File: config.mk
export PLATFORM = sky130hd
export DESIGN_NAME = cross_trigger_router
export DESIGN_NICKNAME = d
export VERILOG_FILES = /design/src/hdl/trig_route_pkg.sv /design/src/hdl/cross_trigger_router.sv
export SDC_FILE = /design/constraint.sdc
export NUM_CORES = 1
export LEC_CHECK = 0
export ABC_AREA = 1
export BUFFER_PORTS_ARGS = -buffer_cell sky130_fd_sc_hd__buf_2
export CAP_MARGIN = 20
export CORE_ASPECT_RATIO = 1.2
export CORE_UTILIZATION = 40
export CTS_BUF_LIST = sky130_fd_sc_hd__clkbuf_8
export DETAILED_ROUTE_END_ITERATION = 16
export MAX_ROUTING_LAYER = met4
export SYNTH_ARGS = -nofsm -noshare
export SYNTH_HDL_FRONTEND = slang
export SYNTH_SLANG_ARGS = --single-unit
File: constraint.sdc
create_clock -name clk -period 2.6 [get_ports clk]
set_input_delay 0 -clock clk [delete_from_list [all_inputs] [get_ports clk]]
set_output_delay 0 -clock clk [all_outputs]
set_load 0.01 [all_outputs]
File: src/hdl/trig_route_pkg.sv
// Purpose: shared constants and types for the cross-trigger router
// Assumes: APB slave, 32-bit data, one 20 MHz clock
// Notes: select codes are two bits, code 1 names line a and code 2 line b, 0 and 3 name neither
package trig_route_pkg;

    localparam int CLK_PERIOD_NS = 50;
    // monitor hold while break enables are changed
    localparam int MONITOR_HOLD_NS = 200;
    localparam int MONITOR_HOLD_CYC = (MONITOR_HOLD_NS + CLK_PERIOD_NS - 1) / CLK_PERIOD_NS;

    localparam logic [7:0] OFS_ANALYZER_SEL = 8'h00;
    localparam logic [7:0] OFS_COAX_CTL = 8'h04;
    localparam logic [7:0] OFS_BUS_CTL = 8'h08;
    localparam logic [7:0] OFS_BREAK_EN = 8'h0c;
    localparam logic [7:0] OFS_BREAK_UNKNOWN = 8'h10;
    localparam logic [7:0] OFS_BREAK_CMD = 8'h14;
    localparam logic [7:0] OFS_STATUS = 8'h18;

    // analyzer output select codes
    localparam logic [1:0] SEL_NONE = 2'h0;
    localparam logic [1:0] SEL_A = 2'h1;
    localparam logic [1:0] SEL_B = 2'h2;

    // field positions of the routing control words
    localparam int EMU_SEL_LSB = 0;
    localparam int STATE_SEL_LSB = 2;
    localparam int DRV_LSB = 0;
    localparam int RCV_LSB = 2;

    // break enable bit positions
    localparam int BRK_SOFT_BP = 0;
    localparam int BRK_ROM = 1;
    localparam int BRK_COAX = 2;
    localparam int BRK_BUS = 3;
    localparam int BRK_LINE_A = 4;
    localparam int BRK_LINE_B = 5;
    localparam int BRK_W = 6;

    // soft breakpoints enabled, all else off
    localparam logic [5:0] BREAK_EN_RESET = 6'h01;

    typedef struct packed {
        logic [1:0] state_sel;
        logic [1:0] emu_sel;
    } analyzer_sel_t;

    typedef struct packed {
        logic [1:0] rcv;
        logic [1:0] drv;
    } port_route_t;

    typedef struct packed {
        logic line_b;
        logic line_a;
    } trig_lines_t;

    typedef enum logic [1:0] {
        UPD_IDLE,
        UPD_HOLD,
        UPD_RESUME
    } upd_state_t;

endpackage : trig_route_pkg

File: src/hdl/cross_trigger_router.sv
// Purpose: cross-trigger routing between analyzers, coax and bus trigger, and break requests
// Assumes: pins synchronous to clk except coax and bus trigger inputs; apb zero extra wait
// Notes: break_req stays high until monitor_ack
`timescale 1ns/1ps

module cross_trigger_router (
    input wire logic clk,
    input wire logic rst_n,
    input wire logic ce,
    input wire logic psel,
    input wire logic penable,
    input wire logic pwrite,
    input wire logic [7:0] paddr,
    input wire logic [31:0] pwdata,
    output logic [31:0] prdata,
    output logic pready,
    output logic pslverr,
    input wire logic emu_trig_found,
    input wire logic state_trig_found,
    input wire logic coax_trig_in,
    output logic coax_trig_out,
    input wire logic bus_trig_in,
    output logic bus_trig_out,
    output trig_route_pkg::trig_lines_t trig_lines,
    input wire logic soft_bp_hit,
    input wire logic mem_write,
    input wire logic rom_mapped,
    input wire logic target_hw_reset,
    input wire logic proc_in_reset,
    input wire logic monitor_ack,
    output logic break_req,
    output logic reset_release,
    output logic monitor_hold
);

    ////////////////////////////////////////////////////////////////////////////////
    // address decode

    function automatic logic [2:0] reg_index(input logic [7:0] addr);
        logic [2:0] idx;
        idx = 3'h7;
        if (addr == trig_route_pkg::OFS_ANALYZER_SEL) begin
            idx = 3'h0;
        end else if (addr == trig_route_pkg::OFS_COAX_CTL) begin
            idx = 3'h1;
        end else if (addr == trig_route_pkg::OFS_BUS_CTL) begin
            idx = 3'h2;
        end else if (addr == trig_route_pkg::OFS_BREAK_EN) begin
            idx = 3'h3;
        end else if (addr == trig_route_pkg::OFS_BREAK_UNKNOWN) begin
            idx = 3'h4;
        end else if (addr == trig_route_pkg::OFS_BREAK_CMD) begin
            idx = 3'h5;
        end else if (addr == trig_route_pkg::OFS_STATUS) begin
            idx = 3'h6;
        end
        return idx;
    endfunction : reg_index

    // a two-bit select turned into a line mask
    function automatic logic [1:0] sel_mask(input logic [1:0] sel);
        logic [1:0] m;
        m = 2'h0;
        if (sel == trig_route_pkg::SEL_A) begin
            m = 2'h1;
        end else if (sel == trig_route_pkg::SEL_B) begin
            m = 2'h2;
        end
        return m;
    endfunction : sel_mask

    // AND of the chosen lines, false when none chosen
    function automatic logic rcv_and(input logic [1:0] rcv, input logic [1:0] lines);
        return (rcv != 2'h0) && ((lines & rcv) == rcv);
    endfunction : rcv_and

    logic [2:0] idx;
    logic wr_access;
    logic setup_rd;
    assign idx = reg_index(paddr);
    assign wr_access = ce && psel && penable && pwrite;
    assign setup_rd = ce && psel && !penable && !pwrite;
    assign pready = ce && psel && penable;
    assign pslverr = pready && (idx == 3'h7);

    ////////////////////////////////////////////////////////////////////////////////
    // trigger input synchronisers

    logic coax_meta;
    logic coax_sync;
    logic coax_prev;
    logic bus_meta;
    logic bus_sync;

    always_ff @(posedge clk or negedge rst_n) begin
        if (!rst_n) begin
            coax_meta <= 1'b0;
            coax_sync <= 1'b0;
            coax_prev <= 1'b0;
            bus_meta <= 1'b0;
            bus_sync <= 1'b0;
        end else if (ce) begin
            coax_meta <= coax_trig_in;
            coax_sync <= coax_meta;
            coax_prev <= coax_sync;
            bus_meta <= bus_trig_in;
            bus_sync <= bus_meta;
        end
    end

    logic coax_rise;
    assign coax_rise = coax_sync && !coax_prev;

    ////////////////////////////////////////////////////////////////////////////////
    // routing configuration registers

    trig_route_pkg::analyzer_sel_t ana_sel;
    trig_route_pkg::analyzer_sel_t next_ana_sel;
    trig_route_pkg::port_route_t coax_ctl;
    trig_route_pkg::port_route_t next_coax_ctl;
    trig_route_pkg::port_route_t bus_ctl;
    trig_route_pkg::port_route_t next_bus_ctl;

    always_comb begin
        next_ana_sel = ana_sel;
        next_coax_ctl = coax_ctl;
        next_bus_ctl = bus_ctl;
        if (wr_access && idx == 3'h0) begin
            next_ana_sel.emu_sel = pwdata[trig_route_pkg::EMU_SEL_LSB +: 2];
            next_ana_sel.state_sel = pwdata[trig_route_pkg::STATE_SEL_LSB +: 2];
        end
        if (wr_access && idx == 3'h1) begin
            next_coax_ctl.drv = pwdata[trig_route_pkg::DRV_LSB +: 2];
            next_coax_ctl.rcv = pwdata[trig_route_pkg::RCV_LSB +: 2];
        end
        if (wr_access && idx == 3'h2) begin
            next_bus_ctl.drv = pwdata[trig_route_pkg::DRV_LSB +: 2];
            next_bus_ctl.rcv = pwdata[trig_route_pkg::RCV_LSB +: 2];
        end
    end

    always_ff @(posedge clk or negedge rst_n) begin
        if (!rst_n) begin
            ana_sel <= '0;
            coax_ctl <= '0;
            bus_ctl <= '0;
        end else if (ce) begin
            ana_sel <= next_ana_sel;
            coax_ctl <= next_coax_ctl;
            bus_ctl <= next_bus_ctl;
        end
    end

    ////////////////////////////////////////////////////////////////////////////////
    // internal trigger lines and outward routing

    logic [1:0] next_lines;
    logic next_coax_out;
    logic next_bus_out;

    always_comb begin
        next_lines = 2'h0;
        if (emu_trig_found) begin
            next_lines = next_lines | sel_mask(ana_sel.emu_sel);
        end
        if (state_trig_found) begin
            next_lines = next_lines | sel_mask(ana_sel.state_sel);
        end
        if (coax_sync) begin
            next_lines = next_lines | coax_ctl.drv;
        end
        if (bus_sync) begin
            next_lines = next_lines | bus_ctl.drv;
        end
        next_coax_out = rcv_and(coax_ctl.rcv, {trig_lines.line_b, trig_lines.line_a});
        next_bus_out = rcv_and(bus_ctl.rcv, {trig_lines.line_b, trig_lines.line_a});
    end

    // feedback via coax keeps line up
    always_ff @(posedge clk or negedge rst_n) begin
        if (!rst_n) begin
            trig_lines <= '0;
            coax_trig_out <= 1'b0;
            bus_trig_out <= 1'b0;
        end else if (ce) begin
            trig_lines <= next_lines;
            coax_trig_out <= next_coax_out;
            bus_trig_out <= next_bus_out;
        end
    end

    ////////////////////////////////////////////////////////////////////////////////
    // break enable update with brief monitor hold

    logic [5:0] break_en;
    logic [5:0] next_break_en;
    logic [5:0] pend_en;
    logic [5:0] next_pend_en;
    logic [5:0] unknown;
    logic [5:0] next_unknown;
    logic [3:0] hold_cnt;
    logic [3:0] next_hold_cnt;
    trig_route_pkg::upd_state_t upd_state;
    trig_route_pkg::upd_state_t next_upd_state;

    always_comb begin
        next_break_en = break_en;
        next_pend_en = pend_en;
        next_unknown = unknown;
        next_hold_cnt = hold_cnt;
        next_upd_state = upd_state;
        case (upd_state)
            trig_route_pkg::UPD_IDLE: begin
                // one bit per cause, breakpoints shared
                // a write holds the monitor first
                if (wr_access && idx == 3'h3) begin
                    next_pend_en = pwdata[trig_route_pkg::BRK_W-1:0];
                    next_hold_cnt = 4'(trig_route_pkg::MONITOR_HOLD_CYC);
                    next_upd_state = trig_route_pkg::UPD_HOLD;
                end
            end
            trig_route_pkg::UPD_HOLD: begin
                // interrupted update leaves changed bits unknown
                if (target_hw_reset) begin
                    next_unknown = unknown | (pend_en ^ break_en);
                    next_pend_en = break_en;
                    next_upd_state = trig_route_pkg::UPD_IDLE;
                end else if (hold_cnt <= 4'h1) begin
                    next_unknown = unknown & ~(pend_en ^ break_en);
                    next_break_en = pend_en;
                    next_upd_state = trig_route_pkg::UPD_RESUME;
                end else begin
                    next_hold_cnt = hold_cnt - 4'h1;
                end
            end
            trig_route_pkg::UPD_RESUME: begin
                next_hold_cnt = 4'h0;
                next_upd_state = trig_route_pkg::UPD_IDLE;
            end
            default: begin
                next_upd_state = trig_route_pkg::UPD_IDLE;
            end
        endcase
    end

    always_ff @(posedge clk or negedge rst_n) begin
        if (!rst_n) begin
            break_en <= trig_route_pkg::BREAK_EN_RESET;
            pend_en <= trig_route_pkg::BREAK_EN_RESET;
            unknown <= 6'h00;
            hold_cnt <= 4'h0;
            upd_state <= trig_route_pkg::UPD_IDLE;
        end else if (ce) begin
            break_en <= next_break_en;
            pend_en <= next_pend_en;
            unknown <= next_unknown;
            hold_cnt <= next_hold_cnt;
            upd_state <= next_upd_state;
        end
    end

    assign monitor_hold = (upd_state == trig_route_pkg::UPD_HOLD);

    ////////////////////////////////////////////////////////////////////////////////
    // break request

    logic cause_hit;
    logic explicit_brk;
    logic next_break_req;
    logic next_reset_release;

    assign explicit_brk = wr_access && idx == 3'h5 && pwdata[0];

    always_comb begin
        cause_hit = (break_en[trig_route_pkg::BRK_SOFT_BP] && soft_bp_hit)
            || (break_en[trig_route_pkg::BRK_ROM] && mem_write && rom_mapped)
            || (break_en[trig_route_pkg::BRK_COAX] && coax_rise)
            || (break_en[trig_route_pkg::BRK_BUS] && bus_sync)
            || (break_en[trig_route_pkg::BRK_LINE_A] && trig_lines.line_a)
            || (break_en[trig_route_pkg::BRK_LINE_B] && trig_lines.line_b);
        next_break_req = break_req;
        // a prefetched instruction may still finish before ack
        if (monitor_ack) begin
            next_break_req = 1'b0;
        end
        // enabled cause hit or explicit request; set wins over ack
        if (cause_hit || explicit_brk) begin
            next_break_req = 1'b1;
        end
        next_reset_release = explicit_brk && proc_in_reset;
    end

    always_ff @(posedge clk or negedge rst_n) begin
        if (!rst_n) begin
            break_req <= 1'b0;
            reset_release <= 1'b0;
        end else if (ce) begin
            break_req <= next_break_req;
            reset_release <= next_reset_release;
        end
    end

    ////////////////////////////////////////////////////////////////////////////////
    // read data, captured in the setup cycle

    logic [31:0] next_prdata;

    always_comb begin
        next_prdata = prdata;
        if (setup_rd) begin
            next_prdata = 32'h0;
            if (idx == 3'h0) begin
                next_prdata[3:0] = ana_sel;
            end else if (idx == 3'h1) begin
                next_prdata[3:0] = coax_ctl;
            end else if (idx == 3'h2) begin
                next_prdata[3:0] = bus_ctl;
            end else if (idx == 3'h3) begin
                next_prdata[5:0] = break_en;
            end else if (idx == 3'h4) begin
                next_prdata[5:0] = unknown;
            end else if (idx == 3'h6) begin
                next_prdata[7:0] = {monitor_hold, reset_release, break_req, bus_sync, coax_sync,
                    coax_trig_out, trig_lines.line_b, trig_lines.line_a};
            end
        end
    end

    always_ff @(posedge clk or negedge rst_n) begin
        if (!rst_n) begin
            prdata <= 32'h0;
        end else if (ce) begin
            prdata <= next_prdata;
        end
    end

endmodule : cross_trigger_router

==> results of run 1 <==
-- worst paths after layout --
| check | to | slack [ns] | start |
|---|---|---|---|
| worst max-delay path | pend_en[1]$_DFFE_PN0P_ | 0.77 | upd_state[1]$_DFFE_PN0P_ |
| worst min-delay path | pend_en[4]$_DFFE_PN0P_ | 0.02 | pwdata[4] |
| worst max register to register | pend_en[1]$_DFFE_PN0P_ | 0.77 | upd_state[1]$_DFFE_PN0P_ |
| worst min register to register | bus_meta$_DFFE_PN0P_ | 0.48 | bus_meta$_DFFE_PN0P_ |
| max in group asynchronous | break_en[5]$_DFFE_PN0P_ | 1.82 | rst_n |
| min in group asynchronous | trig_lines[0]$_DFFE_PN0P_ | 0.10 | rst_n |
-- through the flow --
| stage | instances | power [mW] | utilization (%) | area (µm²) |
|---|---|---|---|---|
| 2_1_floorplan | 425 | 1.885 | - | 3246 |
| 3_3_place_gp | 533 | 2.067 | 44.03 | 3374 |
| 3_5_place_dp | 533 | 2.097 | 44.03 | 3374 |
| 4_1_cts | 550 | 2.579 | 46.30 | 3548 |
| 5_1_grt | 551 | 2.761 | 46.56 | 3568 |
| 6_report | 551 | 2.551 | 46.56 | 3568 |
-- critical path, cell delays in order, from the launching register on --
cell and delay (ns):
dfrtp_1 0.42, inv_1 0.08, ha_1 0.19, inv_1 0.20, nor2_1 0.12, a21oi_1 0.18
nand3_2 0.29, nand2_1 0.17, o21ai_2 0.06
-- layout by cell type, fill, tap and decap left out, types with 4 or more instances in the layout --
cell type | netlist | layout
a21oi_1 | 11 | 11
buf_2 | 2 | 46
clkbuf_8 | 0 | 5
clkinv_2 | 1 | 4
conb_1 | 1 | 24
dfrtp_1 | 53 | 53
dlygate4sd3_1 | 0 | 9
ha_1 | 6 | 6
inv_1 | 40 | 40
nand2_1 | 108 | 108
nand3_1 | 24 | 24
nand4_1 | 7 | 7
nor2_1 | 30 | 30
nor2_2 | 4 | 4
o21ai_0 | 38 | 38
o21ai_2 | 6 | 6
or2_2 | 4 | 4
xor2_1 | 6 | 6
-- report_power, final --
part,switching (mW),leakage (nW),internal [mW]
Sequential,0.162,0.707,1.06
Clock,0.278,0.0477,0.185
Combinational,0.530,1.08,0.335
-- layer usage --
metal	GRT usage, %	vias up	part of all wire (%)
li1	-	1355	-
met1	24.26	1209	46
met2	29.51	61	48
met3	2.822	15	3.5
met4	7.162	0	2.4
met5	-	-	0
-- cell families after synthesis --
logic type | Yosys count
AOI/OAI and AO/OA | 69
xor gates and xnor gates | 6
adders and majority gates | 6
buffers and inverters | 76
DFF | 55
other | 1
and+or+nand+nor | 189
-- final cells by class --
class	instances	area [µm²]	area share, %
clock inverters	3	15.01	0.4208
clock buffers	5	68.82	1.928
multi-input cells	294	1469	41.16
inverters	44	166.4	4.663
repair buffers	58	355.3	9.958
flip-flops and latches	55	1379	38.64
well taps	92	115.1	3.226
==> run metrics, run 1 <==
post-synth cell types=37; pwr/cell area=approximately 710 mW/mm²; htree depth=2; flops & latches, synth=55; top cells by count, synth=108 x nand2_1, 53 x dfrtp_1, 40 x inv_1; Fill cells=around 770; global-route wire length before repair=11,910 µm; final slew viol count=0; core area=about 0.0077 mm²; largest area contributor in the synthesized netlist=dfrtp_1; total track usage=around a fifth; CTS Hold Bufs=9; Root Driver=clkbuf_8; Main synth FF type=dfrtp_1; skew final=0.006266 ns; synthesized cell area=approximately 0.0032 mm²; initial DRC count=roughly 110; layout cell share with drive strength beyond 1=18.74%; Worst slew margin=a little under half; synthesis-to-finish area growth=12.95%; combinational family with the most area after synthesis=simple AND/OR/NAND/NOR gates; Reg clk slew, reported paths=0.10 ns; clk buf depth=2; Synth Instances=between 400 and 500; async set or reset register ratio after synthesis=100.0%; Peak supply drop=0.4185 mV; period utilization=a little over two thirds; CTS tree=yes; Worst setup EP type=flop; port bufs=46; initial core utilization=41.22%; Startpoint Class=flop; Initial DRT Pass Iterations=4; Pleak=1.836 nW; vias in the first global route=roughly 2,400; post-synthesis adder-cell area fraction=under 10%; CTS Sinks=55; Rows=35; post-cts sizing count=0; cells on worst reg2reg path=8; Post-Route WL=slightly above 7000 µm; I/O pins=97; Synth warnings=0; Synth Area in Compound Gates=between 10% and 20%; post-DP HPWL=roughly 5500 µm; number of routed nets with antenna violations=0; worst-margin pin slew=~0.80 ns; synthesized area per cell=7.859 µm²; maximum capacitance violations=0; outcome=finished clean; # DRC=0; pin count of the biggest net entering global routing=49; CP Data Arrival Time=just over 2 ns; final hold vios=0; Final #Nets=520; Seq/Total Area, Yosys=between 40% and 50%; Final TNS setup=0 ns; RSZ-0062 raised after global routing=no; routed len/inst=12.90 µm; Die Span X=a little over 80 µm; Overflow after GRT=0; Num CTS Buffers=5; area fraction of the dominant cell type after synthesis=about two fifths; Post-CTS Setup Bufs=0; worst hold-check path type=input pin to flop; worst skew pair latency=around 0.3 ns; total number of vias=approximately 2,600; initial antenna violation count=0; number of synthesized flops with an enable pin=0; DP Worst Slack=0.8220 ns; Die Ht=around 100 µm; critical path class=flop to flop; most common cell in the synthesized netlist=nand2_1; post-synthesis mux area share=0%; Max FO, Critical Path=12; Via density=around 4.8; CP required=between 2 and 3 ns; setup ws final=~0.77 ns; RD Place Congestion=about 0.83; Finish-stage setup viols=0; Die ar.=0.008259 mm²; ant diodes=0; Simple-Gate Fraction of Synth Area=a little over a quarter; min Tclk post-route=between 1.5 and 2 ns; top cells by area, synth=dfrtp_1 42%, nand2_1 13%, o21ai_0 6.0%, buf_4 5.9%, inv_1 4.8%; Max Fclk=about 0.55 GHz; worst-case hold slack=approximately 0.019 ns; hold path cells=3; XOR/XNOR share of the synthesized area=under 10%
(Power assumes the default switching activity.)
==> run 2: changes to the inputs <==
- clock period: 2.6 -> 1.8 ns (I/O delays scaled with it)
==> run 2 against run 1 <==
Cell count is 0.91% higher. Largest cell class unchanged. Sequential share of layout area is 0.76 points lower. Sequential cell count stayed put. Hold slack worse by 0.0058 ns. Largest power group unchanged. Global-route usage is 0.59 points higher. Clock-buffer cell count stayed put. Clock power is 84% higher. Combinational power is 48% higher. Register-to-register slack worse by 0.63 ns.
==> run metrics, run 2 (same netlist as run 1, synthesis figures left out) <==
outcome=finished clean (unchanged); layout cell share with drive strength beyond 1=19.83% (was 18.74%); CTS Sinks=55 (unchanged); core area=0.007664 mm² (unchanged); Post-Route WL=7411 µm (was 7106 µm); worst skew pair latency=0.31 ns (was 0.30 ns); Worst setup EP type=flop (unchanged); Startpoint Class=flop (unchanged); maximum capacitance violations=0 (unchanged); min Tclk post-route=1.667 ns (was 1.833 ns); Die ar.=0.008259 mm² (unchanged); Root Driver=clkbuf_8 (unchanged); worst hold-check path type=input pin to flop (unchanged); Overflow after GRT=0 (unchanged); area of the multi-input gates=0.001480 mm² (was 0.001469 mm²); Fill cells=766 (was 774); Placed Cells=538 (was 533); total power=3.902 mW (was 2.551 mW); number of routed nets with antenna violations=0 (unchanged); Final TNS setup=0 ns (unchanged); final hold vios=0 (unchanged); register area=0.001379 mm² (unchanged); CTS tree=yes (unchanged); Rows=35 (unchanged); most frequent cells in the layout=108 x nand2_1, 53 x dfrtp_1, 46 x buf_2 (unchanged); Final #Nets=525 (was 520); Peak supply drop=0.5885 mV (was 0.4185 mV); ant diodes=0 (unchanged); Post-CTS Setup Bufs=0 (unchanged); pwr/cell area=1072 mW/mm² (was 715.0 mW/mm²); Die Span X=83.13 µm (unchanged); final slew viol count=0 (unchanged); RSZ-0062 raised after global routing=no (unchanged); Die Ht=99.36 µm (unchanged); vias in the first global route=2,473 (was 2,445); synthesis-to-finish area growth=15.21% (was 12.95%); clk buf depth=2 (unchanged); CP required=2.01 ns (was 2.79 ns); RD Place Congestion=0.8863 (was 0.8271); I/O pins=97 (unchanged); Max FO, Critical Path=6 (was 12); total track usage=19.24% (was 18.64%); commonest non-fill, non-tap cell in the layout=nand2_1 (unchanged); post-DP HPWL=5751 µm (was 5512 µm); Via density=4.791 (about the same); skew final=0.008106 ns (was 0.006266 ns); Reg clk slew, reported paths=0.11 ns (was 0.10 ns); Num CTS Buffers=5 (unchanged); Initial DRT Pass Iterations=4 (unchanged); Final Non-Filler Cells=556 (was 551); Max Fclk=0.6000 GHz (was 0.5456 GHz); Pleak=1.866 nW (was 1.836 nW); CP Data Arrival Time=1.87 ns (was 2.02 ns); total number of vias=2,664 (was 2,640); period utilization=92.60% (was 70.50%); pin count of the biggest net entering global routing=20 (was 49); # DRC=0 (unchanged); initial antenna violation count=0 (unchanged); routed len/inst=13.33 µm (was 12.90 µm); initial core utilization=41.22% (unchanged); final core area utilization=47.49% (was 46.56%); critical path class=flop to flop (unchanged); Finish-stage setup viols=0 (unchanged); initial DRC count=156 (was 111); port bufs=46 (unchanged); htree depth=2 (unchanged); global-route wire length before repair=12,140 µm (was 11,910 µm)
==> run 2: changes by cell type in the layout (fill, tap and decap cells not counted), sizes merged <==
cell | previous run | this run
bufinv | 0 | 1
inv | 42 | 43
buf | 49 | 53
clkinv | 5 | 3
dlygate4sd3 | 9 | 10
==> run 2: stage by stage <==
stage          worst slack, ns  hold slack, ns  instance area [µm²]
3_5_place_dp           0.05233        -0.03735                 3412
6_report                0.1332         0.01293                 3640
5_1_grt                0.02598         0.01286                 3640
3_3_place_gp            0.1154        -0.03733                 3412
2_1_floorplan           0.1867         -0.2956                 3246
4_1_cts                0.01680         0.01084                 3628
==> run 2: where the power goes <==
group	leakage [nW]	internal (mW)	switching, mW
sequential	0.707	1.53	0.235
combinational	1.10	0.498	0.786
clock	0.0587	0.422	0.428
total	1.87	2.45	1.45
==> run 2: what timing repair did <==
action / 4_1_cts / 5_1_grt
gates resized for setup: 0 / 3
setup endpoints to repair: 0 / 6
hold endpoints to repair: 25 / 0
hold buffers: 10 / 0
==> run 2: metal layers <==
metal	vias up	wire length (µm)	track usage, %
met4	0	116	5.570
li1	1364	-	-
met3	8	213	2.739
met2	62	3683	33.04
met1	1230	3397	23.65
met5	-	0	-
==> run 2: final timing paths <==
kind	to	cells past startpoint	slack (ns)	start
max reg2reg	trig_lines[0]$_DFFE_PN0P_	3	0.13	coax_sync$_DFFE_PN0P_
max in group asynchronous	pend_en[0]$_DFFE_PN1P_	3	0.97	rst_n
min	pend_en[4]$_DFFE_PN0P_	3	0.01	pwdata[4]
min reg2reg	bus_meta$_DFFE_PN0P_	2	0.48	bus_meta$_DFFE_PN0P_
max	trig_lines[0]$_DFFE_PN0P_	3	0.13	coax_sync$_DFFE_PN0P_
min in group asynchronous	trig_lines[0]$_DFFE_PN0P_	2	0.15	rst_n
==> run 2: area by class of cell <==
class	count	share of cell area [%]
well taps	92	3.163
clock inverters	3	1.306
clock buffers	5	1.891
multi-input cells	294	40.67
inverters	44	4.572
flip-flops and latches	55	37.88
repair buffers	63	10.52
==> run 2: critical path: stages (launching register included) <==
cell and delay [ns]:
dfrtp_1 0.48, a221oi_1 0.41, a31oi_1 0.11, dlygate4sd3_1 0.57
==> run 3: changes to the inputs <==
- BUFFER_PORTS_ARGS: -buffer_cell sky130_fd_sc_hd__buf_2 -> not set
- DONT_BUFFER_PORTS: not set -> 1
==> run 3 against run 2 <==
Cell count decreased by 7.2%. Critical endpoint is now pend_en[2]$_DFFE_PN0P_. Clock-buffer cell count unchanged. Cell area decreased by 4.8%. Wire length decreased by 3.0%. Largest cell class unchanged.
==> run metrics, run 3 (same netlist as run 1, synthesis figures left out) <==
slowest CP cell=dfrtp_1 (was dlygate4sd3_1); CTS tree=yes (unchanged); final slew viol count=0 (unchanged); min Tclk post-route=1.635 ns (was 1.667 ns); CTS Sinks=55 (unchanged); final core area utilization=45.19% (was 47.49%); vias in the first global route=2,438 (was 2,473); global-route wire length before repair=11,830 µm (was 12,140 µm); Post-Route WL=7189 µm (was 7411 µm); CP max stage delay=0.40 ns (was 0.57 ns); CP required=1.99 ns (was 2.01 ns); outcome=finished clean (unchanged); initial DRC count=118 (was 156); Peak supply drop=0.5758 mV (was 0.5885 mV); Via density=4.922 (was 4.791); period utilization=90.85% (was 92.60%); crit-path cells=inv_1 > ha_1 > inv_1 > nor2_1 > a21oi_1 > nand3_4 > nand2_1 > o21ai_2 (was a221oi_1 > a31oi_1 > dlygate4sd3_1); layout cell share with drive strength beyond 1=10.61% (was 19.83%); Reg clk slew, reported paths=0.10 ns (was 0.11 ns); RSZ-0062 raised after global routing=no (unchanged); htree depth=2 (unchanged); Die Ht=99.36 µm (unchanged); core area=0.007664 mm² (unchanged); # DRC=0 (unchanged); Rows=35 (unchanged); pin count of the biggest net entering global routing=56 (was 20); skew final=0.01228 ns (was 0.008106 ns); hold path cells=4 (was 3); Initial DRT Pass Iterations=4 (unchanged); Final Cell Area=0.003463 mm² (was 0.003640 mm²); Overflow after GRT=0 (unchanged); final hold vios=0 (unchanged); routed len/inst=13.93 µm (was 13.33 µm); RD Place Congestion=0.8627 (was 0.8863); commonest non-fill, non-tap cell in the layout=nand2_1 (unchanged); critical path class=flop to flop (unchanged); I/O pins=97 (unchanged); Worst slew margin=56.16%; dpl cell area=0.003159 mm² (was 0.003412 mm²); cell family with most CP delay=simple AND/OR/NAND/NOR gates (was buffers and inverters); number of routed nets with antenna violations=0 (unchanged); pwr/cell area=1064 mW/mm² (was 1072 mW/mm²); Fill cells=760 (was 766); total track usage=18.69% (was 19.24%); synthesis-to-finish area growth=9.624% (was 15.21%); initial antenna violation count=0 (unchanged); Startpoint Class=flop (unchanged); Die Span X=83.13 µm (unchanged); worst-margin pin slew=around 0.66 ns; Root Driver=clkbuf_8 (unchanged); Finish-stage setup viols=0 (unchanged); most frequent cell on the critical path=inv_1; post-DP HPWL=5456 µm (was 5751 µm); worst hold-check path type=input pin to flop (unchanged); port bufs=0 (was 46); Final #Nets=485 (was 525); total number of vias=2,540 (was 2,664); most frequent cells in the layout=108 x nand2_1, 53 x dfrtp_1, 40 x inv_1 (was 108 x nand2_1, 53 x dfrtp_1, 46 x buf_2); Max Fclk=0.6115 GHz (was 0.6000 GHz); Num CTS Buffers=5 (unchanged); Pleak=1.700 nW (was 1.866 nW); maximum capacitance violations=0 (unchanged); Max FO, Critical Path=12 (was 6); clk buf depth=2 (unchanged); cells on worst reg2reg path=8 (was 3); Final TNS setup=0 ns (unchanged); Buf+Inv Stages, Crit Path=2 (was 1); initial core utilization=41.22% (unchanged); cell depth of the worst setup path=8 (was 3); ant diodes=0 (unchanged); Worst setup EP type=flop (unchanged); Die ar.=0.008259 mm² (unchanged); CP Data Arrival Time=1.82 ns (was 1.87 ns); worst skew pair latency=0.30 ns (was 0.31 ns)
-- run 3: cell types whose count changed in the layout (fill, tap and decap cells not counted), moves of 2 or more --
cell and delta:
clkinv_2 +3, dlygate4sd3_1 +6, buf_2 -46, buf_4 -2
-- run 3: layout make-up --
cell class | instances | area, µm² | area share [%]
inverters | 44 | 166.4 | 4.805
multi-input cells | 294 | 1481 | 42.77
well taps | 92 | 115.1 | 3.324
repair buffers | 23 | 237.7 | 6.864
clock buffers | 5 | 68.82 | 1.987
flip-flops and latches | 55 | 1379 | 39.81
clock inverters | 3 | 15.01 | 0.4335
-- run 3: timing repair --
item	4_1_cts	5_1_grt
endpoints found under the setup margin	0	16
endpoints found under the hold margin	99	6
buffers inserted	0	1
gates resized for setup	0	5
hold buffers	17	1
-- run 3: through the flow --
stage	setup WS (ns)	std cells	total power, mW	hold WS [ns]
5_1_grt	0.02132	516	4.002	0.01698
2_1_floorplan	0.1867	425	2.722	-0.2956
6_report	0.1646	516	3.685	0.01377
3_3_place_gp	0.1641	489	2.901	-0.2939
3_5_place_dp	0.08712	489	2.935	-0.2946
4_1_cts	0.06472	514	3.683	0.002294
-- run 3: worst paths after layout --
| path | slack (ns) | endpoint | startpoint |
|---|---|---|---|
| setup reg to reg | 0.16 | pend_en[2]$_DFFE_PN0P_ | upd_state[1]$_DFFE_PN0P_ |
| min in group asynchronous | 0.20 | trig_lines[0]$_DFFE_PN0P_ | rst_n |
| setup / recovery | 0.16 | pend_en[2]$_DFFE_PN0P_ | upd_state[1]$_DFFE_PN0P_ |
| max in group asynchronous | 1.30 | break_en[0]$_DFFE_PN1P_ | rst_n |
| hold reg to reg | 0.48 | coax_meta$_DFFE_PN0P_ | coax_meta$_DFFE_PN0P_ |
| hold / removal | 0.01 | prdata[2]$_DFFE_PN0P_ | paddr[2] |
-- run 3: power breakdown --
part	internal (mW)	switching, mW
clock network	0.268	0.398
registers	1.53	0.246
logic	0.485	0.755
-- run 3: worst min-delay path, delay by kind of cell --
family           cells  cell delay (ns)
AND/OR/NAND/NOR      4             0.28
-- run 3: per-layer routing --
metal | GRT usage [%] | wire length (µm) | vias up
met5 | - | 0 | -
met4 | 7.958 | 182 | 0
met3 | 2.988 | 290 | 14
met2 | 30.14 | 3449 | 68
met1 | 23.40 | 3266 | 1171
li1 | - | - | 1287
